===== src/adcsq_pkg.sv =====
// shared constants and types for the converter sequencer control block
package adcsq_pkg;
    // register indices; byte address is four times the index
    localparam logic [15:0] RESULT_IDX  = 16'h5380;
    localparam logic [15:0] TRIGSEL_IDX = 16'h5382;
    localparam logic [15:0] CTRL_IDX    = 16'h5384;

    // trigger_channel_select field positions
    localparam int END_CH_LSB   = 11;
    localparam int START_CH_LSB = 8;
    localparam int ALIGN_BIT    = 7;
    localparam int SCAN_BIT     = 6;
    localparam int TSRC_LSB     = 4;
    localparam int STIME_LSB    = 0;

    // control_status field positions
    localparam int CUR_CH_LSB = 12;
    localparam int BUSY_BIT   = 10;
    localparam int OVR_BIT    = 9;
    localparam int CMP_BIT    = 8;
    localparam int OVR_IE_BIT = 5;
    localparam int CMP_IE_BIT = 4;
    localparam int RUN_BIT    = 1;
    localparam int EN_BIT     = 0;

    // reset values
    localparam logic [2:0]  CH_RST     = 3'h0;
    localparam logic [2:0]  STIME_RST  = 3'h7;
    localparam logic [1:0]  TSRC_RST   = 2'h0;
    localparam logic [15:0] RESULT_RST = 16'h0000;

    // trigger source encodings
    localparam logic [1:0] TSRC_SW  = 2'h0;
    localparam logic [1:0] TSRC_TMR = 2'h1;
    localparam logic [1:0] TSRC_EXT = 2'h3;

    // timing: pclk cycles per conversion clock, base sampling cycles
    localparam int         CONV_DIV    = 2;
    localparam logic [3:0] SAMPLE_BASE = 4'h2;

    typedef enum logic [1:0] {ST_IDLE, ST_SAMPLE, ST_CONVERT} adcsq_state_type;
endpackage


===== src/adcsq_trig_if.sv =====
// trigger selection signals between the control core and the trigger detector
`timescale 1ns/10ps
interface adcsq_trig_if;
    logic [1:0] trigger_source_sel;
    logic       converter_enable;
    logic       hw_trig;
    modport ctl (output trigger_source_sel, output converter_enable, input hw_trig);
    modport det (input trigger_source_sel, input converter_enable, output hw_trig);
endinterface


===== src/adcsq_ctrl.sv =====
// converter sequencer control: APB registers, scan state machine, flags
//
// Functional notes
// alignment bit 1 puts result in 15..6, else in 9..0, rest zero
// continuous mode rescans start..end channels until software stops
// one-time mode converts each range channel once then stops
// trigger source 0 software, 1 timer, 3 external pin, 2 reserved
// external source starts on falling edge of trigger pin
// timer source starts on each timer underflow pulse
// sampling lasts field value plus two conversion clocks
// read-only field shows channel being converted, resets to 0
// busy rises at accepted trigger, falls when run bit clears
// completion while complete flag set overwrites result, sets overwrite
// overwrite flag clears only by writing 1
// overwrite flag and its enable drive overwrite interrupt
// each conversion loads result and sets complete flag
// complete flag and its enable drive completion interrupt
// reading result register clears complete flag
// complete flag stays set on an overwrite
// software checks overwrite flag after reading result
// software writes run bit to start; hardware sets it otherwise
// one-time mode clears run bit at end; continuous stops by write 0
// disabled converter ignores triggers, but running scan continues
// channels converted ascending from start to end field
// reserved bits read zero and ignore writes
//
// Added by the designer: the APB slave port.
`timescale 1ns/10ps
module adcsq_ctrl
    import adcsq_pkg::*;
(
    input  wire logic        pclk,
    input  wire logic        presetn,
    input  wire logic        psel,
    input  wire logic        penable,
    input  wire logic        pwrite,
    input  wire logic [31:0] paddr,
    input  wire logic [31:0] pwdata,
    output logic      [31:0] prdata,
    output logic             pready,
    output logic             pslverr,
    input  wire logic        ext_trigger_n,
    input  wire logic        timer_underflow,
    input  wire logic [9:0]  ana_result,
    input  wire logic        ana_done,
    output logic      [2:0]  ana_channel,
    output logic             ana_sample,
    output logic             ana_start,
    output logic             irq_complete,
    output logic             irq_overwrite
);
    import adcsq_pkg::*;

    adcsq_trig_if trig_if ();

    adcsq_state_type state_r;
    logic [31:0] prdata_r;
    logic        pready_r;
    logic        pslverr_r;
    logic [2:0]  end_channel_r;
    logic [2:0]  start_channel_r;
    logic        result_align_sel_r;
    logic        scan_mode_sel_r;
    logic [1:0]  trigger_source_sel_r;
    logic [2:0]  sample_time_sel_r;
    logic        overwrite_irq_en_r;
    logic        complete_irq_en_r;
    logic        converter_enable_r;
    logic        run_bit_r;
    logic [2:0]  current_channel_r;
    logic [3:0]  samp_cnt_r;
    logic        ana_sample_r;
    logic        ana_start_r;
    logic [15:0] result_r;
    logic        complete_flag_r;
    logic        overwrite_flag_r;
    logic        irq_complete_r;
    logic        irq_overwrite_r;
    logic        conv_tick;
    logic        hit_result;
    logic        hit_trig;
    logic        hit_ctrl;
    logic        setup;
    logic        wr_en;
    logic        rd_en;
    logic        wr_ctrl;
    logic        rd_result;
    logic        start_req;
    logic        stop_req;
    logic        enter_sample;
    logic        done_evt;
    logic        last_ch;
    logic [15:0] rd_mux;
    logic [15:0] result_nxt;

    // word-aligned address compare against a register index
    function automatic logic adcsq_hit(input logic [31:0] addr, input logic [15:0] idx);
        return addr == {14'h0000, idx, 2'b00};
    endfunction

    // last sampling count, sampling takes stime plus two ticks
    function automatic logic [3:0] adcsq_samp_last(input logic [2:0] stime);
        return 4'({1'b0, stime} + SAMPLE_BASE - 4'h1);
    endfunction

    adcsq_trig u_trig (
        .pclk            (pclk),
        .presetn         (presetn),
        .ext_trigger_n   (ext_trigger_n),
        .timer_underflow (timer_underflow),
        .trig            (trig_if.det)
    );

    adcsq_div u_div (
        .pclk    (pclk),
        .presetn (presetn),
        .restart (enter_sample),
        .tick    (conv_tick)
    );

    assign trig_if.trigger_source_sel = trigger_source_sel_r;
    assign trig_if.converter_enable   = converter_enable_r;

    // bus decode and transfer qualifiers
    always_comb begin
        hit_result = adcsq_hit(paddr, RESULT_IDX);
        hit_trig   = adcsq_hit(paddr, TRIGSEL_IDX);
        hit_ctrl   = adcsq_hit(paddr, CTRL_IDX);
        setup      = psel && !penable;
        wr_en      = psel && penable && pready_r && pwrite && !pslverr_r;
        rd_en      = psel && penable && pready_r && !pwrite && !pslverr_r;
        wr_ctrl    = wr_en && hit_ctrl;
        rd_result  = rd_en && hit_result;
    end

    // read mux with reserved bits at zero
    always_comb begin
        rd_mux = 16'h0000;
        if (hit_result) begin
            rd_mux = result_r;
        end else if (hit_trig) begin
            rd_mux[END_CH_LSB +: 3]   = end_channel_r;
            rd_mux[START_CH_LSB +: 3] = start_channel_r;
            rd_mux[ALIGN_BIT]         = result_align_sel_r;
            rd_mux[SCAN_BIT]          = scan_mode_sel_r;
            rd_mux[TSRC_LSB +: 2]     = trigger_source_sel_r;
            rd_mux[STIME_LSB +: 3]    = sample_time_sel_r;
        end else if (hit_ctrl) begin
            // channel indicator readback
            rd_mux[CUR_CH_LSB +: 3] = current_channel_r;
            rd_mux[BUSY_BIT]        = run_bit_r;
            rd_mux[OVR_BIT]         = overwrite_flag_r;
            rd_mux[CMP_BIT]         = complete_flag_r;
            rd_mux[OVR_IE_BIT]      = overwrite_irq_en_r;
            rd_mux[CMP_IE_BIT]      = complete_irq_en_r;
            rd_mux[RUN_BIT]         = run_bit_r;
            rd_mux[EN_BIT]          = converter_enable_r;
        end
    end

    // apb answer: one wait-free access phase, error on unmapped address
    always_ff @(posedge pclk or negedge presetn) begin
        if (!presetn) begin
            prdata_r  <= 32'h0000_0000;
            pready_r  <= 1'b0;
            pslverr_r <= 1'b0;
        end else if (setup) begin
            prdata_r  <= {16'h0000, rd_mux};
            pready_r  <= 1'b1;
            pslverr_r <= !(hit_result || hit_trig || hit_ctrl);
        end else begin
            pready_r  <= 1'b0;
            pslverr_r <= 1'b0;
        end
    end

    // trigger and channel select register
    always_ff @(posedge pclk or negedge presetn) begin
        if (!presetn) begin
            end_channel_r        <= CH_RST;
            start_channel_r      <= CH_RST;
            result_align_sel_r   <= 1'b0;
            scan_mode_sel_r      <= 1'b0;
            trigger_source_sel_r <= TSRC_RST;
            sample_time_sel_r    <= STIME_RST;
        end else if (wr_en && hit_trig) begin
            end_channel_r        <= pwdata[END_CH_LSB +: 3];
            start_channel_r      <= pwdata[START_CH_LSB +: 3];
            result_align_sel_r   <= pwdata[ALIGN_BIT];
            scan_mode_sel_r      <= pwdata[SCAN_BIT];
            trigger_source_sel_r <= pwdata[TSRC_LSB +: 2];
            sample_time_sel_r    <= pwdata[STIME_LSB +: 3];
        end
    end

    // control bits held by software
    always_ff @(posedge pclk or negedge presetn) begin
        if (!presetn) begin
            overwrite_irq_en_r <= 1'b0;
            complete_irq_en_r  <= 1'b0;
            converter_enable_r <= 1'b0;
        end else if (wr_ctrl) begin
            overwrite_irq_en_r <= pwdata[OVR_IE_BIT];
            complete_irq_en_r  <= pwdata[CMP_IE_BIT];
            converter_enable_r <= pwdata[EN_BIT];
        end
    end

    // start, stop and scan progress conditions
    always_comb begin
        // trigger accepted only when enabled and idle
        start_req = converter_enable_r && state_r == ST_IDLE &&
                    ((trigger_source_sel_r == TSRC_SW && wr_ctrl && pwdata[RUN_BIT]) ||
                     trig_if.hw_trig);
        // software stop by writing 0 to the run bit
        stop_req     = run_bit_r && wr_ctrl && !pwdata[RUN_BIT];
        done_evt     = state_r == ST_CONVERT && ana_done && !stop_req;
        last_ch      = current_channel_r == end_channel_r;
        enter_sample = start_req || (done_evt && (!last_ch || scan_mode_sel_r));
    end

    // scan state machine, channel pointer and converter handshake
    always_ff @(posedge pclk or negedge presetn) begin
        if (!presetn) begin
            state_r           <= ST_IDLE;
            run_bit_r         <= 1'b0;
            current_channel_r <= CH_RST;
            samp_cnt_r        <= 4'h0;
            ana_sample_r      <= 1'b0;
            ana_start_r       <= 1'b0;
        end else begin
            ana_start_r <= 1'b0;
            if (stop_req) begin
                state_r      <= ST_IDLE;
                run_bit_r    <= 1'b0;
                ana_sample_r <= 1'b0;
            end else begin
                unique case (state_r)
                    ST_IDLE: begin
                        // busy and run set at the trigger
                        if (start_req) begin
                            state_r           <= ST_SAMPLE;
                            run_bit_r         <= 1'b1;
                            current_channel_r <= start_channel_r;
                            samp_cnt_r        <= 4'h0;
                            ana_sample_r      <= 1'b1;
                        end
                    end
                    ST_SAMPLE: begin
                        // sampling length in conversion clocks
                        if (conv_tick) begin
                            if (samp_cnt_r == adcsq_samp_last(sample_time_sel_r)) begin
                                state_r      <= ST_CONVERT;
                                ana_sample_r <= 1'b0;
                                ana_start_r  <= 1'b1;
                            end else begin
                                samp_cnt_r <= samp_cnt_r + 4'h1;
                            end
                        end
                    end
                    ST_CONVERT: begin
                        if (done_evt) begin
                            samp_cnt_r <= 4'h0;
                            if (!last_ch) begin
                                // ascending channel order
                                state_r           <= ST_SAMPLE;
                                current_channel_r <= current_channel_r + 3'h1;
                                ana_sample_r      <= 1'b1;
                            end else if (scan_mode_sel_r) begin
                                // continuous rescan
                                state_r           <= ST_SAMPLE;
                                current_channel_r <= start_channel_r;
                                ana_sample_r      <= 1'b1;
                            end else begin
                                // one-time scan ends
                                state_r   <= ST_IDLE;
                                run_bit_r <= 1'b0;
                            end
                        end
                    end
                endcase
            end
        end
    end

    // result alignment
    always_comb begin
        if (result_align_sel_r) begin
            result_nxt = {ana_result, 6'h00};
        end else begin
            result_nxt = {6'h00, ana_result};
        end
    end

    // result load on each completion
    always_ff @(posedge pclk or negedge presetn) begin
        if (!presetn) begin
            result_r <= RESULT_RST;
        end else if (done_evt) begin
            result_r <= result_nxt;
        end
    end

    // complete flag, set wins over read clear
    always_ff @(posedge pclk or negedge presetn) begin
        if (!presetn) begin
            complete_flag_r <= 1'b0;
        end else if (done_evt) begin
            complete_flag_r <= 1'b1;
        end else if (rd_result) begin
            complete_flag_r <= 1'b0;
        end
    end

    // overwrite flag, write 1 clears, set wins
    always_ff @(posedge pclk or negedge presetn) begin
        if (!presetn) begin
            overwrite_flag_r <= 1'b0;
        end else if (done_evt && complete_flag_r && !rd_result) begin
            overwrite_flag_r <= 1'b1;
        end else if (wr_ctrl && pwdata[OVR_BIT]) begin
            overwrite_flag_r <= 1'b0;
        end
    end

    // interrupt requests
    always_ff @(posedge pclk or negedge presetn) begin
        if (!presetn) begin
            irq_complete_r  <= 1'b0;
            irq_overwrite_r <= 1'b0;
        end else begin
            irq_complete_r  <= complete_flag_r && complete_irq_en_r;
            irq_overwrite_r <= overwrite_flag_r && overwrite_irq_en_r;
        end
    end

    assign prdata        = prdata_r;
    assign pready        = pready_r;
    assign pslverr       = pslverr_r;
    assign ana_channel   = current_channel_r;
    assign ana_sample    = ana_sample_r;
    assign ana_start     = ana_start_r;
    assign irq_complete  = irq_complete_r;
    assign irq_overwrite = irq_overwrite_r;

    // helper: conversion ticks seen during the current sampling phase
    logic [3:0] chk_ticks_r;
    always_ff @(posedge pclk or negedge presetn) begin
        if (!presetn) begin
            chk_ticks_r <= 4'h0;
        end else if (enter_sample) begin
            chk_ticks_r <= 4'h0;
        end else if (state_r == ST_SAMPLE && conv_tick) begin
            chk_ticks_r <= chk_ticks_r + 4'h1;
        end
    end
endmodule


===== src/adcsq_div.sv =====
// conversion clock enable divider
`timescale 1ns/10ps
module adcsq_div
    import adcsq_pkg::*;
(
    input  wire logic pclk,
    input  wire logic presetn,
    input  wire logic restart,
    output logic      tick
);
    logic [7:0] cnt_r;
    logic       tick_r;

    // one-cycle enable every CONV_DIV pclk cycles, realigned on restart so that
    // the first tick after restart lands exactly CONV_DIV cycles later
    always_ff @(posedge pclk or negedge presetn) begin
        if (!presetn) begin
            cnt_r  <= 8'h00;
            tick_r <= 1'b0;
        end else if (restart) begin
            cnt_r  <= 8'h01; // registered tick costs one cycle, start one step ahead
            tick_r <= 1'b0;
        end else if (cnt_r == 8'(CONV_DIV - 1)) begin
            cnt_r  <= 8'h00;
            tick_r <= 1'b1;
        end else begin
            cnt_r  <= cnt_r + 8'h01;
            tick_r <= 1'b0;
        end
    end

    assign tick = tick_r;
endmodule


===== src/adcsq_trig.sv =====
// hardware trigger detector: timer underflow and external pin falling edge
`timescale 1ns/10ps
module adcsq_trig
    import adcsq_pkg::*;
(
    input  wire logic    pclk,
    input  wire logic    presetn,
    input  wire logic    ext_trigger_n,
    input  wire logic    timer_underflow,
    adcsq_trig_if.det    trig
);
    logic sync1_r;
    logic sync2_r;
    logic sync3_r;
    logic hw_trig_r;

    // two-stage synchroniser plus an edge history stage
    always_ff @(posedge pclk or negedge presetn) begin
        if (!presetn) begin
            sync1_r <= 1'b1;
            sync2_r <= 1'b1;
            sync3_r <= 1'b1;
        end else begin
            sync1_r <= ext_trigger_n;
            sync2_r <= sync1_r;
            sync3_r <= sync2_r;
        end
    end

    // source select and edge
    always_ff @(posedge pclk or negedge presetn) begin
        if (!presetn) begin
            hw_trig_r <= 1'b0;
        end else begin
            hw_trig_r <= trig.converter_enable &&
                         ((trig.trigger_source_sel == TSRC_EXT && sync3_r && !sync2_r) ||
                          (trig.trigger_source_sel == TSRC_TMR && timer_underflow));
        end
    end

    assign trig.hw_trig = hw_trig_r;
endmodule


===== config.mk =====
export PLATFORM = sky130hd
export DESIGN_NAME = adcsq_ctrl
export DESIGN_NICKNAME = d
export VERILOG_FILES = /design/src/adcsq_pkg.sv /design/src/adcsq_trig_if.sv /design/src/adcsq_ctrl.sv /design/src/adcsq_div.sv /design/src/adcsq_trig.sv
export SDC_FILE = /design/constraint.sdc
export NUM_CORES = 1
export LEC_CHECK = 0
export BUFFER_PORTS_ARGS = -buffer_cell sky130_fd_sc_hd__buf_4
export CAP_MARGIN = 20
export CORE_MARGIN = 1
export CORE_UTILIZATION = 52
export CTS_CLUSTER_DIAMETER = 120
export DETAILED_ROUTE_END_ITERATION = 10
export PLACE_DENSITY = 0.81
export SETUP_SLACK_MARGIN = 0.4
export SKIP_CTS_REPAIR_TIMING = 1
export SKIP_LAST_GASP = 1
export SLEW_MARGIN = 20
export SYNTH_ARGS = -nofsm -noshare
export SYNTH_HDL_FRONTEND = slang
export SYNTH_SLANG_ARGS = --single-unit

===== constraint.sdc =====
create_clock -name pclk -period 2.8 [get_ports pclk]
set_clock_uncertainty 0.1 [all_clocks]
set_input_delay 0.14 -clock pclk [delete_from_list [all_inputs] [get_ports pclk]]
set_output_delay 0.14 -clock pclk [all_outputs]
set_load 0.05 [all_outputs]

Word-level counts from Yosys, hierarchy flattened
Index checks and enable logic that the tools add are counted.

Bits of input ports: 82. Word-level logic and storage cells: 173. Register bits: 79. Output and inout port bits: 41.

Mux-type cells: 62. Equality and inequality tests: 22. Reductions and logical operators: 54. Add/subtract/negate cells: 5. Bitwise operators: 1.

Operators with widths (count): equality test 32 x 17 -> 1 bit, second input constant (3); two-way mux 1 bit (30); logical AND 1 bit (28); two-way mux 3 bit (8); two-way mux 2 bit (11); AND reduction 5 bit (4); inequality test 3 bit, second input constant (6); two-way mux 16 bit (1); two-way mux 4 bit (4); two-way mux 8 bit (2); case mux 4 bit (3 select lines) (1); two-way mux 11 bit (1); zero test 1 bit (9); adder 8 x 1 -> 8 bit, second input constant (1); equality test 8 x 1 -> 1 bit, second input constant (1); logical OR 1 bit (6); inequality test 2 bit, second input constant (3); case mux 2 bit (3 select lines) (1); case mux 3 bit (2 select lines) (1); nonzero test 2 bit (3); adder 3 x 2 -> 4 bit, second input constant (1); adder 4 x 1 -> 4 bit, second input constant (1); equality test 2 x 1 -> 1 bit, second input constant (2); equality test 2 bit, second input constant (2); other kinds (13) (14).

Logic depth before layout (Yosys ltp)
Depth after elaboration: 12. Mapped depth: 9.

By module
A second synthesis with hierarchy kept.

Cell total of the unflattened synthesis: 381. Area total of the unflattened synthesis: 4095.2 µm².

Modules (own cells, without submodules): adcsq_ctrl (area each 3525.9 µm², cells each 332, instances 1); adcsq_div (area each 439.2 µm², cells each 41, instances 1); adcsq_trig (area each 130.1 µm², cells each 8, instances 1).

Least setup slack after synthesis
No wires, ideal clock.

Kind: register to register. Start: register pready_r, in the netlist pready. End: register current_channel_r[1], in the netlist ana_channel[1]. Cell stages (with the launch flop): 7. Setup time: 125 ps. Slack: 339 ps. Arrival: 2236 ps. Cell sequence: dfrtp_1 -> and4b_2 -> nand2_1 -> nor4_4 -> a31oi_2 -> nor3_1 -> mux2_2.

Longest elaborated chain between the ends: 10. Elaborated cells between the ends (all ways): 16. Those cells by class: eq/ne: 2; bitwise: 1; reduce/logical: 13.

Ends and longest elaborated chain: from (decl) (RTL line adcsq_ctrl.sv:58) `logic pready_r;`; from (signal assigned) (RTL line adcsq_ctrl.sv:165) `pready_r <= 1'b0;`; from (signal assigned) (RTL line adcsq_ctrl.sv:169) `pready_r <= 1'b1;`; from (signal assigned) (RTL line adcsq_ctrl.sv:172) `pready_r <= 1'b0;`; logical AND 1 bit (*) (3 in series) (RTL line adcsq_ctrl.sv:130) `wr_en = psel && penable && pready_r && pwrite && !pslverr_r;`; logical AND 1 bit (*) (RTL line adcsq_ctrl.sv:132) `wr_ctrl = wr_en && hit_ctrl;`; logical AND 1 bit (on tied branches) (2 in series) (RTL line adcsq_ctrl.sv:216, adcsq_ctrl.sv:213); zero test 1 bit or logical OR 1 bit (tied branches) (RTL line adcsq_ctrl.sv:217, adcsq_ctrl.sv:213); logical AND 1 bit (on tied branches) (RTL line adcsq_ctrl.sv:217, adcsq_ctrl.sv:212); inequality test 2 bit (no source line); AND reduction 5 bit (no source line) (*); to (signal assigned) (RTL line adcsq_ctrl.sv:244) `current_channel_r <= start_channel_r;`; to (signal assigned) (RTL line adcsq_ctrl.sv:267) `current_channel_r <= current_channel_r + 3'h1;`; to (signal assigned) (RTL line adcsq_ctrl.sv:272) `current_channel_r <= start_channel_r;`; to (decl) (RTL line adcsq_ctrl.sv:70) `logic [2:0] current_channel_r;`.

Every way passes the cells marked *; elsewhere a longest branch is shown, timed or not. A chain may end at the register's enable or synchronous reset.

Final worst setup path
Start: register pslverr_r, in the netlist pslverr. End: register current_channel_r[1], in the netlist ana_channel[1].

Longest elaborated chain between the ends: 9. Elaborated cells between the ends (all ways): 15. Those cells by class: eq/ne: 2; bitwise: 1; reduce/logical: 12.

Ends and longest elaborated chain: from (decl) (RTL line adcsq_ctrl.sv:59) `logic pslverr_r;`; from (signal assigned) (RTL line adcsq_ctrl.sv:170) `pslverr_r <= !(hit_result || hit_trig || hit_ctrl);`; zero test 1 bit (*) (RTL line adcsq_ctrl.sv:130); logical AND 1 bit (*) (RTL line adcsq_ctrl.sv:130); logical AND 1 bit (*) (RTL line adcsq_ctrl.sv:132); logical AND 1 bit (on tied branches) (2 in series) (RTL line adcsq_ctrl.sv:216, adcsq_ctrl.sv:213); zero test 1 bit or logical OR 1 bit (tied branches) (RTL line adcsq_ctrl.sv:217, adcsq_ctrl.sv:213); logical AND 1 bit (on tied branches) (RTL line adcsq_ctrl.sv:217, adcsq_ctrl.sv:212); inequality test 2 bit (no source line); AND reduction 5 bit (no source line) (*).

Marked as above.

==> results by group <==
Status
  • Status: finished clean

Timing
  • Final worst path period share: 81.67%
  • Max Fclk: 0.4373 GHz
  • Tightest Pin Transition: 0.9703 ns
  • Final setup TNS: 0 ns
  • Fin worst setup slack: 0.5134 ns
  • Relative slew slack: 35.31%
  • Hold Fails Final Rpt: 0
  • Pins over their slew limit: 0
  • Final setup fails: 0
  • RSZ-0062 raised after global routing: false
  • Min Tclk post-route: 2.287 ns

Logic synthesis
  • Yosys cell types: 63
  • Seq/Total Area, Yosys: 49.52%
  • Ys flop type: dfrtp_1
  • Number of synthesized register bits: 79
  • Synth Instances: 377
  • Ys Warns: 0
  • Post-Syn Area per Cell: 10.63 sq um
  • Syn Std Cell Area: 0.004008 sq mm
  • EDFF count, synth: 0
  • Asr flop ratio synth: 100.0%

Clock tree
  • Worst-Skew Late Latency: 0.35 ns
  • Htree depth: 3
  • Worst-path clk slew: 0.08 ns
  • TritonCTS clock tree: done
  • Num CTS Buffers: 9
  • CTS sink cnt: 79
  • Clock Path Buffers: 2
  • Clk root buf: clkbuf_8

Floorplanning
  • IO Pins: 123
  • Site Rows: 31
  • Initial Utilization: 54.38%
  • Core area: 0.007370 sq mm
  • Die H: 89.79 microns
  • Die Wd: 89.79 microns
  • Full die area: 0.008062 sq mm

Setup path
  • CP Buf/Inv Count: 0
  • Required @ worst endpoint: 2.93 ns
  • CP cell instances: and4b_2 > nand2_1 > nor4_4 > a31oi_2 > nor3_2 > mux2_2
  • CP top delay family: simple AND/OR/NAND/NOR gates
  • CP max stage delay: 0.40 ns
  • Crit-path max FO: 5
  • Critical path type: register to register
  • Worst Path Arrival: 2.42 ns
  • Worst Setup Start Kind: register
  • CP Capture Type: register
  • Critical path's slowest cell: dfrtp_2

Layout
  • Layout cells sized above 1: 33.47%
  • Fin area: 0.005141 sq mm
  • Post-Layout Cell Count: 595
  • Most frequent cells in the layout: 94 x buf_4, 71 x dfrtp_1, 41 x nand2_1, 32 x nor2_1
  • Most common cell after layout, fill and taps aside: buf_4
  • Post-layout util: 69.76%
  • Diodes inserted: 0
  • FILL cells: 567
  • Area grow syn2layout: 28.29%
  • # nets final: 578

Placed design
  • Detail Placement HPWL: 6431 microns
  • Cells after DPL: 554
  • Placed cell areas: 0.004707 sq mm
  • Gpl congestion: 0.8044
  • IO buf count: 87
  • Dpl ws: 0.3902 ns

Global route
  • Initial antenna violation count: 0
  • First-pass GRT wire length: 14,670 microns
  • Vias in the first global route: 2,939
  • Largest net degree at the start of global routing: 80
  • GR Overflow Total: 0
  • Tot GR Track Use: 23.08%

Detailed routing
  • DRT Wirelength: 9050 microns
  • Antenna-violating nets left: 0
  • Drt pass-1 iters: 4
  • DR iter-0 viols: 154
  • Number of vias per cell: 5.408
  • Vias: 3,218
  • Wire per inst: 15.21 microns
  • # DRC: 0

Flow run
  • Max-cap violations: 0

Power
  • Maximum VDD drop: 0.0003793 V
  • Pwr dens: 474.3 mW/mm^2
  • Leak Pwr: 2.472 nW

Min path
  • Min-Delay Path Class: input pin to register
## layer usage
metal / global-route usage, % / up-vias / routed length [microns]
li1: - / 1540 / -
met1: 32.08 / 1542 / 4081
met2: 35.64 / 123 / 4235
met3: 5.245 / 13 / 572
met4: 8.197 / 0 / 161
met5: 0 / - / 0
## Yosys cell counts, drive strengths merged (2+ instances only)
| master | count | share of area (%) |
|---|---|---|
| o21ai | 19 | 2.5 |
| nor3 | 8 | 1.1 |
| a221oi | 7 | 1.5 |
| a2bb2oi | 2 | 0.44 |
| inv | 7 | 0.66 |
| nand2b | 12 | 1.9 |
| a21oi | 7 | 0.87 |
| a31oi | 2 | 0.47 |
| nor4 | 7 | 2.5 |
| nand4 | 3 | 0.62 |
| xor2 | 10 | 2.2 |
| nor2b | 5 | 0.78 |
| clkbuf | 10 | 0.94 |
| or3 | 5 | 0.81 |
| mux2i | 10 | 2.5 |
| nor2 | 32 | 3.0 |
| and2 | 3 | 0.47 |
| buf | 21 | 3.8 |
| nor3b | 2 | 0.50 |
| dfrtp | 73 | 46 |
| o211ai | 2 | 0.37 |
| xnor2 | 2 | 0.44 |
| and3 | 4 | 0.62 |
| ha | 5 | 1.6 |
| dfstp | 6 | 3.9 |
| nand2 | 41 | 3.8 |
| nand3 | 11 | 1.4 |
| and2b | 2 | 0.44 |
| mux2 | 25 | 7.0 |
| o41ai | 2 | 0.44 |
| nor4b | 4 | 1.3 |
| a211oi | 3 | 0.56 |
| a21o | 2 | 0.41 |
| o31ai | 7 | 1.3 |
## registers in the layout, summed over array words and instances, names as in the netlist, 2 cells and up
| name | cells |
|---|---|
| trig_if.trigger_source_sel | 2 |
| state_r | 2 |
| sample_time_sel_r | 3 |
| samp_cnt_r | 4 |
| u_div.cnt_r | 8 |
| result_r | 16 |
| end_channel_r | 3 |
| prdata | 16 |
| ana_channel | 3 |
| start_channel_r | 3 |
## path summary, 6_finish.rpt
check	cells after the start	to	start	slack, ns
worst min register to register	0	u_trig.sync2_r$_DFF_PN1_	u_trig.sync1_r$_DFF_PN1_	0.26
worst max-delay path	6	ana_channel[1]$_DFFE_PN0P_	pslverr$_DFF_PN0_	0.51
max in group asynchronous	2	pslverr$_DFF_PN0_	presetn	1.53
worst max register to register	6	ana_channel[1]$_DFFE_PN0P_	pslverr$_DFF_PN0_	0.51
min in group asynchronous	2	u_div.cnt_r[3]$_DFF_PN0_	presetn	0.38
worst min-delay path	4	complete_flag_r$_DFFE_PN0P_	pwrite	0.03
## cell families (layout without fill, tap and decap cells)
| group | after synthesis | count (layout) | share of synthesized area, % |
|---|---|---|---|
| simple gates | 146 | 146 | 20.89 |
| xor+xnor | 12 | 12 | 2.623 |
| mux | 35 | 35 | 9.522 |
| buf+inv | 38 | 142 | 5.370 |
| compound gates | 61 | 61 | 10.43 |
| flops | 79 | 79 | 49.52 |
| fa+ha+maj | 5 | 5 | 1.561 |
| other cells | 1 | 16 | 0.09357 |
## tightest hold or removal path: stages
cell      delay, ns
buf_4          0.08
nand2b_1       0.09
o31ai_1        0.07
nand2_1        0.06
## stage by stage
stage / power (mW) / hold WS [ns]
6_report: 2.439 / 0.03188
3_5_place_dp: 1.706 / 0.1495
4_1_cts: 2.427 / -0.2123
3_3_place_gp: 1.694 / 0.1501
2_1_floorplan: 1.546 / -0.2556
5_1_grt: 2.557 / 0.04263
## where the power goes
| part | total (mW) | switching (mW) | internal, mW |
|---|---|---|---|
| clock network | 0.726 | 0.409 | 0.317 |
| logic | 0.435 | 0.260 | 0.175 |
| registers | 1.28 | 0.0634 | 1.21 |
## layout make-up
cell class	count	area, sq um	share of cell area (%)
clock buffer	10	127.6	2.482
clock inverter	6	37.54	0.7301
inverter	7	26.28	0.5111
multi-input combinational	275	1883	36.63
sequential	79	1987	38.65
tap	99	123.9	2.409
timing repair buffer	119	955.9	18.59
(Power assumes the default switching activity.)
